$ cat src/inc/rrfu_pkg.sv
// shared types and constants of the rotate, round and flag unit
package rrfu_pkg;
   // ******************************************************************
   // widths and register numbering
   // ******************************************************************
   localparam int unsigned WORD_W = 32;
   localparam int unsigned EXT_W = 40;
   localparam int unsigned EXP_W = 8;
   localparam int unsigned DST_W = 5;
   localparam int unsigned NUM_REGS = 28;
   localparam logic [DST_W-1:0] EXT_REG_LAST = 5'h07; // extended_precision_regs 0..7
   // ******************************************************************
   // float layout and special values
   // ******************************************************************
   localparam int unsigned SIGN_POS = 31;
   localparam int unsigned DROP_W = 8;                  // mantissa bits dropped by rounding
   localparam logic [WORD_W-1:0] ROUND_HALF = 32'h0000_0080;
   localparam logic [WORD_W-1:0] KEEP_MASK = 32'hffff_ff00;
   localparam logic [EXP_W-1:0] EXP_ZERO = 8'h80;       // exponent of a zero value
   localparam logic [EXP_W-1:0] EXP_MAX = 8'h7f;
   localparam logic [WORD_W-1:0] MANT_MAX_POS = 32'h7fff_ff00;
   localparam logic [WORD_W-1:0] MANT_NEG_ONE = 32'h8000_0000;
   localparam logic [WORD_W-1:0] MANT_ZERO = 32'h0000_0000;
   // ******************************************************************
   // operations and flag carrier
   // ******************************************************************
   typedef enum logic [2:0] {
      OP_NONE,
      OP_ROTATE_LEFT,
      OP_ROTATE_LEFT_CARRY,
      OP_ROTATE_RIGHT,
      OP_ROTATE_RIGHT_CARRY,
      OP_ROUND_SINGLE
   } rrfu_op_t;

   typedef struct packed {
      logic latched_underflow_flag;
      logic latched_overflow_flag;
      logic underflow_flag;
      logic negative_flag;
      logic zero_flag;
      logic overflow_flag;
      logic carry_flag;
   } rrfu_flags_t;

   localparam rrfu_flags_t FLAGS_RESET = 7'h00;

   typedef struct packed {
      logic [EXT_W-1:0] value;
      logic underflow;
      logic overflow;
      logic zero_src;
   } rrfu_round_t;
endpackage

$ cat src/verilog/rrfu_round.sv
// round an extended float to the nearest single-precision value
`timescale 1ns/100ps
`default_nettype none
module rrfu_round
(
   // operand and mode
   input wire logic [rrfu_pkg::EXT_W-1:0] src_val,
   input wire logic overflow_mode_bit,
   // rounded result with its exception indications
   output rrfu_pkg::rrfu_round_t round_out
);
   logic [rrfu_pkg::EXP_W-1:0] exp_in;
   logic [rrfu_pkg::WORD_W-1:0] mant_in;
   logic [rrfu_pkg::WORD_W-1:0] mant_sum;

   assign exp_in = src_val[rrfu_pkg::EXT_W-1:rrfu_pkg::WORD_W];
   assign mant_in = src_val[rrfu_pkg::WORD_W-1:0];
   // half an lsb added before truncation, so ties go toward plus
   assign mant_sum = mant_in + rrfu_pkg::ROUND_HALF;

   // renormalise after a carry, detect overflow and underflow
   always_comb
   begin
      round_out.value = {exp_in, mant_sum & rrfu_pkg::KEEP_MASK};
      round_out.underflow = 1'b0;
      round_out.overflow = 1'b0;
      round_out.zero_src = (exp_in == rrfu_pkg::EXP_ZERO);
      if (round_out.zero_src)
      begin
         round_out.value = {rrfu_pkg::EXP_ZERO, rrfu_pkg::MANT_ZERO};
      end
      else if (!mant_in[rrfu_pkg::SIGN_POS] && mant_sum[rrfu_pkg::SIGN_POS])
      begin
         // positive mantissa carried into the sign: double the scale
         if (exp_in == rrfu_pkg::EXP_MAX)
         begin
            round_out.overflow = 1'b1;
            // saturation only in overflow mode
            round_out.value = overflow_mode_bit ?
               {rrfu_pkg::EXP_MAX, rrfu_pkg::MANT_MAX_POS} :
               {exp_in + 8'h01, rrfu_pkg::MANT_ZERO};
         end
         else
         begin
            round_out.value = {exp_in + 8'h01, rrfu_pkg::MANT_ZERO};
         end
      end
      else if (mant_in[rrfu_pkg::SIGN_POS] && !mant_sum[rrfu_pkg::SIGN_POS])
      begin
         // negative mantissa rounded to minus one: halve the scale
         if (exp_in == (rrfu_pkg::EXP_ZERO + 8'h01))
         begin
            round_out.underflow = 1'b1;
            round_out.value = {rrfu_pkg::EXP_ZERO, rrfu_pkg::MANT_ZERO};
         end
         else
         begin
            round_out.value = {exp_in - 8'h01, rrfu_pkg::MANT_NEG_ONE};
         end
      end
   end
endmodule
`default_nettype wire

$ cat src/verilog/rrfu_unit.sv
// rotate, round-to-single and condition flag execution unit
//
// Notes on behaviour
// - round-to-single sets the overflow flag on float overflow and clears it otherwise.
// - round-to-single never changes the zero flag, even for a zero source.
// - round-to-single result handling depends on the overflow mode bit.
// - round-to-single rounds to nearest single value, ties toward the more positive one.
// - round-to-single sets underflow on underflow or zero source, else clears it, and sets
//       the latched flags on underflow or overflow, else leaves them.
// - rotates update flags only for destinations 0 to 7.
// - a flag-updating rotate clears underflow and overflow, copies the msb to negative,
//       sets zero for a zero result and keeps the latched flags.
// - plain left rotate is circular, the old msb goes to bit 0 and to carry.
// - plain rotates load carry with the bit shifted out, only for destinations 0 to 7.
// - left rotate through carry loads old carry into bit 0 and old msb into carry.
// - left rotate through carry to another register still inserts carry but keeps it.
// - plain right rotate is circular, the old lsb goes to the msb and to carry.
// - right rotate through carry is a 33-bit rotation, carry into msb, lsb into carry.
// - right rotate through carry to another register still inserts carry but keeps it.
// - rotates ignore the overflow mode bit.
`timescale 1ns/100ps
`default_nettype none
module rrfu_unit
#(
   parameter int unsigned NUM_REGS = rrfu_pkg::NUM_REGS
)
(
   // clock and reset
   input wire logic clock,
   input wire logic sys_rst,
   // operation request from the sequencer
   input wire logic op_valid,
   input wire rrfu_pkg::rrfu_op_t op_code,
   input wire logic [rrfu_pkg::DST_W-1:0] dst_idx,
   input wire logic [rrfu_pkg::EXT_W-1:0] dst_val,
   input wire logic [rrfu_pkg::EXT_W-1:0] src_val,
   input wire rrfu_pkg::rrfu_flags_t flags_in,
   input wire logic overflow_mode_bit,
   // result towards the register file
   output logic result_we,
   output logic [rrfu_pkg::DST_W-1:0] result_dst,
   output logic [rrfu_pkg::EXT_W-1:0] result_val,
   // flags towards the status register
   output logic flags_we,
   output rrfu_pkg::rrfu_flags_t flags_out,
   // request carried an unknown operation or register
   output logic op_error
);
   // ******************************************************************
   // state
   // ******************************************************************
   typedef struct packed {
      logic result_we;
      logic [rrfu_pkg::DST_W-1:0] result_dst;
      logic [rrfu_pkg::EXT_W-1:0] result_val;
      logic flags_we;
      rrfu_pkg::rrfu_flags_t flags;
      logic op_error;
   } rrfu_state_t;

   rrfu_state_t state_reg;
   rrfu_state_t state_next;
   rrfu_pkg::rrfu_round_t round_res;

   // true for a destination that updates the condition flags
   function automatic logic rrfu_flag_dst(input logic [rrfu_pkg::DST_W-1:0] idx);
      return idx <= rrfu_pkg::EXT_REG_LAST;
   endfunction

   // flag pattern common to all rotates
   function automatic rrfu_pkg::rrfu_flags_t rrfu_rot_flags(
      input rrfu_pkg::rrfu_flags_t old_flags,
      input logic [rrfu_pkg::WORD_W-1:0] res,
      input logic carry_out
   );
      rrfu_pkg::rrfu_flags_t f;
      f = old_flags;                              // latched flags kept
      f.underflow_flag = 1'b0;
      f.overflow_flag = 1'b0;
      f.negative_flag = res[rrfu_pkg::SIGN_POS];
      f.zero_flag = (res == rrfu_pkg::MANT_ZERO);
      f.carry_flag = carry_out;
      return f;
   endfunction

   // ******************************************************************
   // rounding datapath
   // ******************************************************************
   rrfu_round u_round
   (
      .src_val(src_val),
      .overflow_mode_bit(overflow_mode_bit),
      .round_out(round_res)
   );

   // ******************************************************************
   // next-state logic
   // ******************************************************************
   // one request is executed per cycle, result and flags appear next edge
   always_comb
   begin
      logic [rrfu_pkg::WORD_W-1:0] word;
      logic [rrfu_pkg::WORD_W-1:0] rot;
      logic carry_out;
      logic upd;
      word = dst_val[rrfu_pkg::WORD_W-1:0];
      rot = word;
      carry_out = flags_in.carry_flag;
      upd = rrfu_flag_dst(dst_idx);
      state_next = state_reg;
      state_next.result_we = 1'b0;
      state_next.flags_we = 1'b0;
      state_next.op_error = 1'b0;
      state_next.flags = flags_in;
      if (op_valid)
      begin
         state_next.result_dst = dst_idx;
         // rotate path never looks at the overflow mode bit
         unique case (op_code)
            rrfu_pkg::OP_ROTATE_LEFT:
            begin
               rot = {word[rrfu_pkg::WORD_W-2:0], word[rrfu_pkg::SIGN_POS]};
               carry_out = word[rrfu_pkg::SIGN_POS];
            end
            rrfu_pkg::OP_ROTATE_LEFT_CARRY:
            begin
               rot = {word[rrfu_pkg::WORD_W-2:0], flags_in.carry_flag};
               carry_out = word[rrfu_pkg::SIGN_POS];
            end
            rrfu_pkg::OP_ROTATE_RIGHT:
            begin
               rot = {word[0], word[rrfu_pkg::WORD_W-1:1]};
               carry_out = word[0];
            end
            rrfu_pkg::OP_ROTATE_RIGHT_CARRY:
            begin
               rot = {flags_in.carry_flag, word[rrfu_pkg::WORD_W-1:1]};
               carry_out = word[0];
            end
            default:
            begin
               rot = word;
               carry_out = flags_in.carry_flag;
            end
         endcase
         unique case (op_code)
            rrfu_pkg::OP_ROTATE_LEFT,
            rrfu_pkg::OP_ROTATE_LEFT_CARRY,
            rrfu_pkg::OP_ROTATE_RIGHT,
            rrfu_pkg::OP_ROTATE_RIGHT_CARRY:
            begin
               if (32'(dst_idx) < NUM_REGS)
               begin
                  state_next.result_we = 1'b1;
                  // upper exponent byte is carried through unchanged
                  state_next.result_val = {dst_val[rrfu_pkg::EXT_W-1:rrfu_pkg::WORD_W], rot};
                  state_next.flags_we = upd;
                  if (upd)
                  begin
                     state_next.flags = rrfu_rot_flags(flags_in, rot, carry_out);
                  end
               end
               else
               begin
                  state_next.op_error = 1'b1;
               end
            end
            rrfu_pkg::OP_ROUND_SINGLE:
            begin
               if (upd)
               begin
                  state_next.result_we = 1'b1;
                  state_next.result_val = round_res.value;
                  state_next.flags_we = 1'b1;
                  state_next.flags.overflow_flag = round_res.overflow;
                  state_next.flags.underflow_flag =
                     round_res.underflow | round_res.zero_src;
                  state_next.flags.latched_underflow_flag =
                     flags_in.latched_underflow_flag | round_res.underflow;
                  state_next.flags.latched_overflow_flag =
                     flags_in.latched_overflow_flag | round_res.overflow;
                  state_next.flags.negative_flag =
                     round_res.value[rrfu_pkg::SIGN_POS];
                  state_next.flags.zero_flag = flags_in.zero_flag;
                  state_next.flags.carry_flag = flags_in.carry_flag;
               end
               else
               begin
                  state_next.op_error = 1'b1;
               end
            end
            default:
            begin
               state_next.op_error = (op_code != rrfu_pkg::OP_NONE);
            end
         endcase
      end
   end

   // ******************************************************************
   // state register
   // ******************************************************************
   always_ff @(posedge clock)
   begin
      if (sys_rst)
      begin
         state_reg <= '0;
      end
      else
      begin
         state_reg <= state_next;
      end
   end

   // outputs straight from the state register
   assign result_we = state_reg.result_we;
   assign result_dst = state_reg.result_dst;
   assign result_val = state_reg.result_val;
   assign flags_we = state_reg.flags_we;
   assign flags_out = state_reg.flags;
   assign op_error = state_reg.op_error;
endmodule
`default_nettype wire
$ cat config.mk
export PLATFORM = sky130hd
export DESIGN_NAME = rrfu_unit
export DESIGN_NICKNAME = d
export VERILOG_FILES = /design/src/inc/rrfu_pkg.sv /design/src/verilog/rrfu_round.sv /design/src/verilog/rrfu_unit.sv
export SDC_FILE = /design/constraint.sdc
export NUM_CORES = 1
export LEC_CHECK = 0
export BUFFER_PORTS_ARGS = -buffer_cell sky130_fd_sc_hd__buf_4
export CORE_UTILIZATION = 26
export DETAILED_ROUTE_END_ITERATION = 10
export GPL_TIMING_DRIVEN = 0
export PLACE_DENSITY = 0.5
export SETUP_SLACK_MARGIN = 0.1
export SYNTH_ARGS = -nofsm -noshare
export SYNTH_HDL_FRONTEND = slang
export SYNTH_HIERARCHICAL = 1
export SYNTH_SLANG_ARGS = --single-unit
$ cat constraint.sdc
create_clock -name clock -period 5 [get_ports clock]
set_input_delay 0.75 -clock clock [delete_from_list [all_inputs] [get_ports clock]]
set_output_delay 0.75 -clock clock [all_outputs]
set_load 0.005 [all_outputs]
* Yosys cells after proc, flatten, opt, wreduce, memory -nomap -nowiden
Index checks and enable logic that the tools add are counted.
Operators by class: add/sub/neg operators 3, equality and inequality tests 10, div/mod/pow operators 0, order comparisons 2, shifts and indexed selects 0, reductions and logical operators 12, multiply operators 0, muxes and demuxes 25, bitwise gates (word level) 4
Operator list (number):
- $mux W40 | 5
- $pmux W32 S4 | 1
- $mux W48 | 2
- $pmux W48 S2 | 1
- $mux W41 | 1
- $add A32 B8 Y32 const B | 1
- $logic_not A32 Y1 | 1
- $mux W32 | 1
- $eq A8 B8 Y1 const B | 2
- $add A8 B1 Y8 const B | 1
- $eq A8 B7 Y1 const B | 1
- $mux W1 | 8
- $mux W8 | 1
- $sub A8 B1 Y8 const B | 1
- $eq A3 B2 Y1 const B | 2
- $eq A3 B3 Y1 const B | 2
- $pmux W1 S2 | 3
- $reduce_or A2 Y1 | 3
- $le A5 B3 Y1 const B | 1
- $lt A5 B5 Y1 const B | 1
- $mux W5 | 1
- $ne A2 B2 Y1 const B | 2
- $reduce_and A4 Y1 | 1
- $reduce_or A4 Y1 | 1
- other kinds (8) | 12
Storage, ports and cells: word-level logic and storage cells 68, ROM bits 0, memories kept 0, latch bits 0, RAM bits 0, input port bits 99, flip-flop bits (word level) 55

* Longest topological paths before layout
depth after elaboration 10, gate-level depth with buffers 15

* Modules after synthesis
The synthesis kept the hierarchy.
Modules (own cells, without submodules):
- rrfu_unit | times used 1, area each 3846.2 um^2, cells each 471, seq. area each 1101.1 um^2
- rrfu_round | times used 1, area each 1347.5 um^2, cells each 211, seq. area each 0.0 um^2

* Least setup slack after synthesis
No wires, ideal clock.
path kind input port to flip-flop, start point in src_val[7] (netlist bit), end point reg state_reg (netlist bit result_val[37]), library setup time 65 ps, arrival time 3048 ps, stages on the path 14, required time 4935 ps, slack 1887 ps, cells stage by stage ha_1 > nand4_1 > nor4_1 > nand3_1 > nor2_1 > ha_1 > or4b_4 > nor3_2 > inv_1 > a211o_1 > a21oi_1 > a22o_1 > a22oi_1 > nor2_1
RTL lines:
- start: declaration | line rrfu_unit.sv:36 | input wire logic [rrfu_pkg::EXT_W-1:0] src_val,
- end signal: assignment | line rrfu_unit.sv:211 | state_reg <= state_next;
- end: declaration | line rrfu_unit.sv:61 | rrfu_state_t state_reg;

==> key figures <==
STA
  – Clock skew: 0 ns
  – Min cycle time layout: 3.636 ns
  – Fin. max-slew vios: 0
  – Slew headroom: 50.61%
  – Final Cycle Share: 72.72%
  – Setup violators final: 0
  – Fmax: 0.2750 GHz
  – Final hold vios: 0
  – Hold WS: 0.4978 ns
  – RSZ-0062 raised after global routing: false
  – TNS Setup: 0 ns
  – Worst-Margin Slew: 0.7408 ns
  – Final setup margin: 1.364 ns

Yosys
  – Part of the Yosys area used for sequential elements: 21.20%
  – Syn Inst Count: 682
  – Synth warn: 6
  – EDFF count, synth: 0
  – Synth Area per Inst: 7.615 um2
  – Yosys cell types: 74
  – Synthesized area: 5194 um2
  – Most used DFF post-synth: dfxtp_1
  – Ys async rst share: 0%
  – Flops & latches, synth: 55

Cells and area
  – NumNets Final: 939
  – # diodes: 0
  – Area grow syn2layout: 29.80%
  – Register area: 1101 um2
  – Share of cells above drive strength 1: 27.43%
  – Non-filler instance count after layout: 1100
  – # fillers: 2155
  – Multi-input gate area: 3636 um2
  – Final Cell Area: 6741 um2

Critical path
  – Crit path capture type: register
  – CP Data Arrival Time: 3.88 ns
  – CP max stage delay: 0.51 ns
  – Required @ worst endpoint: 5.25 ns
  – Slowest cell on crit path: clkbuf_1
  – Setup crit start kind: input pin
  – Crit path max fanout: 10
  – R2r setup slk: 4.27 ns
  – Setup CP Type: in2reg
  – Critical path cell sequence: buf_4 > ha_1 > nand4_1 > nor4_1 > nand3_1 > nor2_1 > ha_1 > clkbuf_1 > clkbuf_1 > a21oi_1 > a21oi_1 > nand2_1 > o21ai_0 > a22oi_1 > nor2_1

Min path
  – HP Class: reg2reg

Route
  – Number of DRC markers in iteration 0: 453
  – WL per Instance: 18.64 um
  – Antenna-violating nets left: 0
  – DRT Pass-1 Iters: 5
  – Final WL: 20.51 mm
  – Vias: 5853
  – Met2 routed WL: 9.088 mm
  – # DRC: 0
  – Met3 WL: 1.378 mm
  – Wire length on met1: 9.692 mm
  – DR top layer: met4
  – Vias per cell: 5.321

Die
  – Initial Util: 26.60%
  – Boundary Pins: 154
  – Num rows: 51
  – Die Wd: 143.3 um
  – Full die area: 20540 um2
  – Core Area: 19530 um2
  – Die height: 143.3 um

Global routing
  – Total GRT Usage: 19.91%
  – Initial antenna violation count: 0
  – Gr ovfl total: 0
  – Largest net degree at the start of global routing: 21
  – Vias in the first global route: 5402
  – Global-route wire length before repair: 31.11 mm

Clocking
  – Hold-fix buffers, CTS: 0
  – CTS tree: yes
  – Clock Path Buffers: 2
  – Root Buffer: clkbuf_16
  – Post_cts resized: 0
  – Num CTS Buffers: 5
  – Reg clk slew, reported paths: 0.08 ns
  – Postcts setup bufs: 0
  – Sink Count: 55
  – H-Tree Level Count: 2
  – Clk_lat worst skew: 0.31 ns

Run
  – Max-Cap Viols: 0

Placed design
  – Area after DPL: 6588 um2
  – Placed Instances: 1092
  – Post-Place Worst Slack: 1.126 ns
  – Routability cong.: 0.8687
  – Buffers on Ports: 138
  – Hpwl dp: 16.40 mm

Run status
  – Outcome: finished, final reports clean

Pwr
  – PD cells: 189.4 nW/um2
  – VDD IR max: 0.1143 mV
  – Leakage power: 2.714 nW
area by class of cell:
cell class	instances	area share (%)
flip-flops and latches	55	16.33
repair buffers	138	15.37
multi-input cells	555	53.93
well taps	265	4.918
plain buffers	68	6.477
clock inverters	3	0.4269
clock buffers	5	1.856
inverters	11	0.6867
sequential cells by signal (all words and copies together) (netlist names):
| register | count |
|---|---|
| result_val | 40 |
| flags_out | 7 |
| result_dst | 5 |
| flags_we | 1 |
| op_error | 1 |
| result_we | 1 |
layer usage:
layer | up-vias | GRT usage, %
met5 | - | 0
met1 | 2753 | 28.17
met3 | 21 | 2.932
met2 | 235 | 31.71
li1 | 2844 | -
met4 | 0 | 4.423
synthesized netlist by cell type (all sizes together) (2+ instances only):
cell type | instances | area share [%]
a41oi | 3 | 0.51
mux2i | 27 | 5.2
o21ai | 52 | 5.0
nor4 | 8 | 1.2
ha | 6 | 1.4
nor3b | 4 | 0.79
a32oi | 4 | 0.67
nand2b | 8 | 1.0
o31ai | 6 | 1.1
nand4 | 8 | 0.96
a22o | 14 | 2.4
o221a | 3 | 0.65
nor2b | 6 | 0.87
xor2 | 9 | 1.5
nand3 | 24 | 2.4
or4bb | 11 | 2.4
buf | 51 | 7.2
nor4b | 2 | 0.46
xnor2 | 11 | 1.9
o221ai | 4 | 0.79
a31oi | 5 | 0.60
a32o | 10 | 1.9
dfxtp | 55 | 21
inv | 10 | 0.72
and3 | 12 | 1.4
or2 | 2 | 0.24
clkbuf | 17 | 1.2
a211oi | 12 | 1.7
nand2 | 48 | 3.6
nand3b | 2 | 0.29
a22oi | 42 | 6.1
o211ai | 7 | 1.0
mux2 | 10 | 2.2
nor3 | 12 | 1.7
or3 | 2 | 0.24
and4 | 4 | 0.67
nor2 | 85 | 6.2
a21oi | 55 | 5.4
o21a | 12 | 1.7
or4b | 2 | 0.53
a211o | 3 | 0.51
through the flow:
step / utilization (%) / power (mW)
floorplan: - / 0.7074
global placement: 33.74 / 0.8993
detailed placement: 33.74 / 0.9004
CTS: 34.53 / 1.285
global route: 34.53 / 1.341
finish: 34.53 / 1.277
cell usage in the layout (no fill, tap or decap), types with 10 or more instances in the layout:
| cell type | instances |
|---|---|
| dfxtp_1 | 55 |
| nor2_1 | 83 |
| clkbuf_1 | 17 |
| buf_6 | 10 |
| or4bb_1 | 11 |
| buf_2 | 23 |
| a22o_1 | 14 |
| a211oi_1 | 12 |
| xnor2_1 | 11 |
| mux2i_1 | 27 |
| and3_1 | 12 |
| nand3_1 | 23 |
| buf_4 | 150 |
| a32o_1 | 10 |
| o21a_1 | 12 |
| o21ai_1 | 27 |
| inv_1 | 10 |
| nand2_1 | 46 |
| a21oi_1 | 53 |
| o21ai_0 | 25 |
| a22oi_1 | 42 |
final timing paths:
kind,start,endpoint,depth (start not counted)
max reg2reg,result_val[14]$_SDFFE_PP0P_,result_val[14]$_SDFFE_PP0P_,2
min,result_dst[2]$_SDFFE_PP0P_,result_dst[2]$_SDFFE_PP0P_,2
max,src_val[7],result_val[30]$_SDFFE_PP0P_,15
min reg2reg,result_dst[2]$_SDFFE_PP0P_,result_dst[2]$_SDFFE_PP0P_,2
worst max-delay path: cells and delay by family:
| kind | cells | cell delay (ns) |
|---|---|---|
| adder cells (fa/ha/maj) | 2 | 0.45 |
| AND/OR/NAND/NOR | 6 | 1.08 |
| buffers and inverters | 3 | 0.96 |
| AO/OA/AOI/OAI | 4 | 0.62 |
kinds of logic after synthesis:
group,after synthesis,share of synthesized area (%)
fa+ha+maj,6,1.445
compound gates,240,31.58
buf+inv,79,9.299
flops,55,21.20
xor+xnor,20,3.373
mux,37,7.372
other cells,1,0.07220
simple gates,244,25.66
power breakdown:
group          internal [mW]  total (mW)  switching (mW)
Combinational          0.191       0.419           0.228
Sequential             0.459       0.472          0.0130
Clock                  0.194       0.385           0.191
Total                  0.844        1.28           0.433
(Power assumes the default switching activity.)
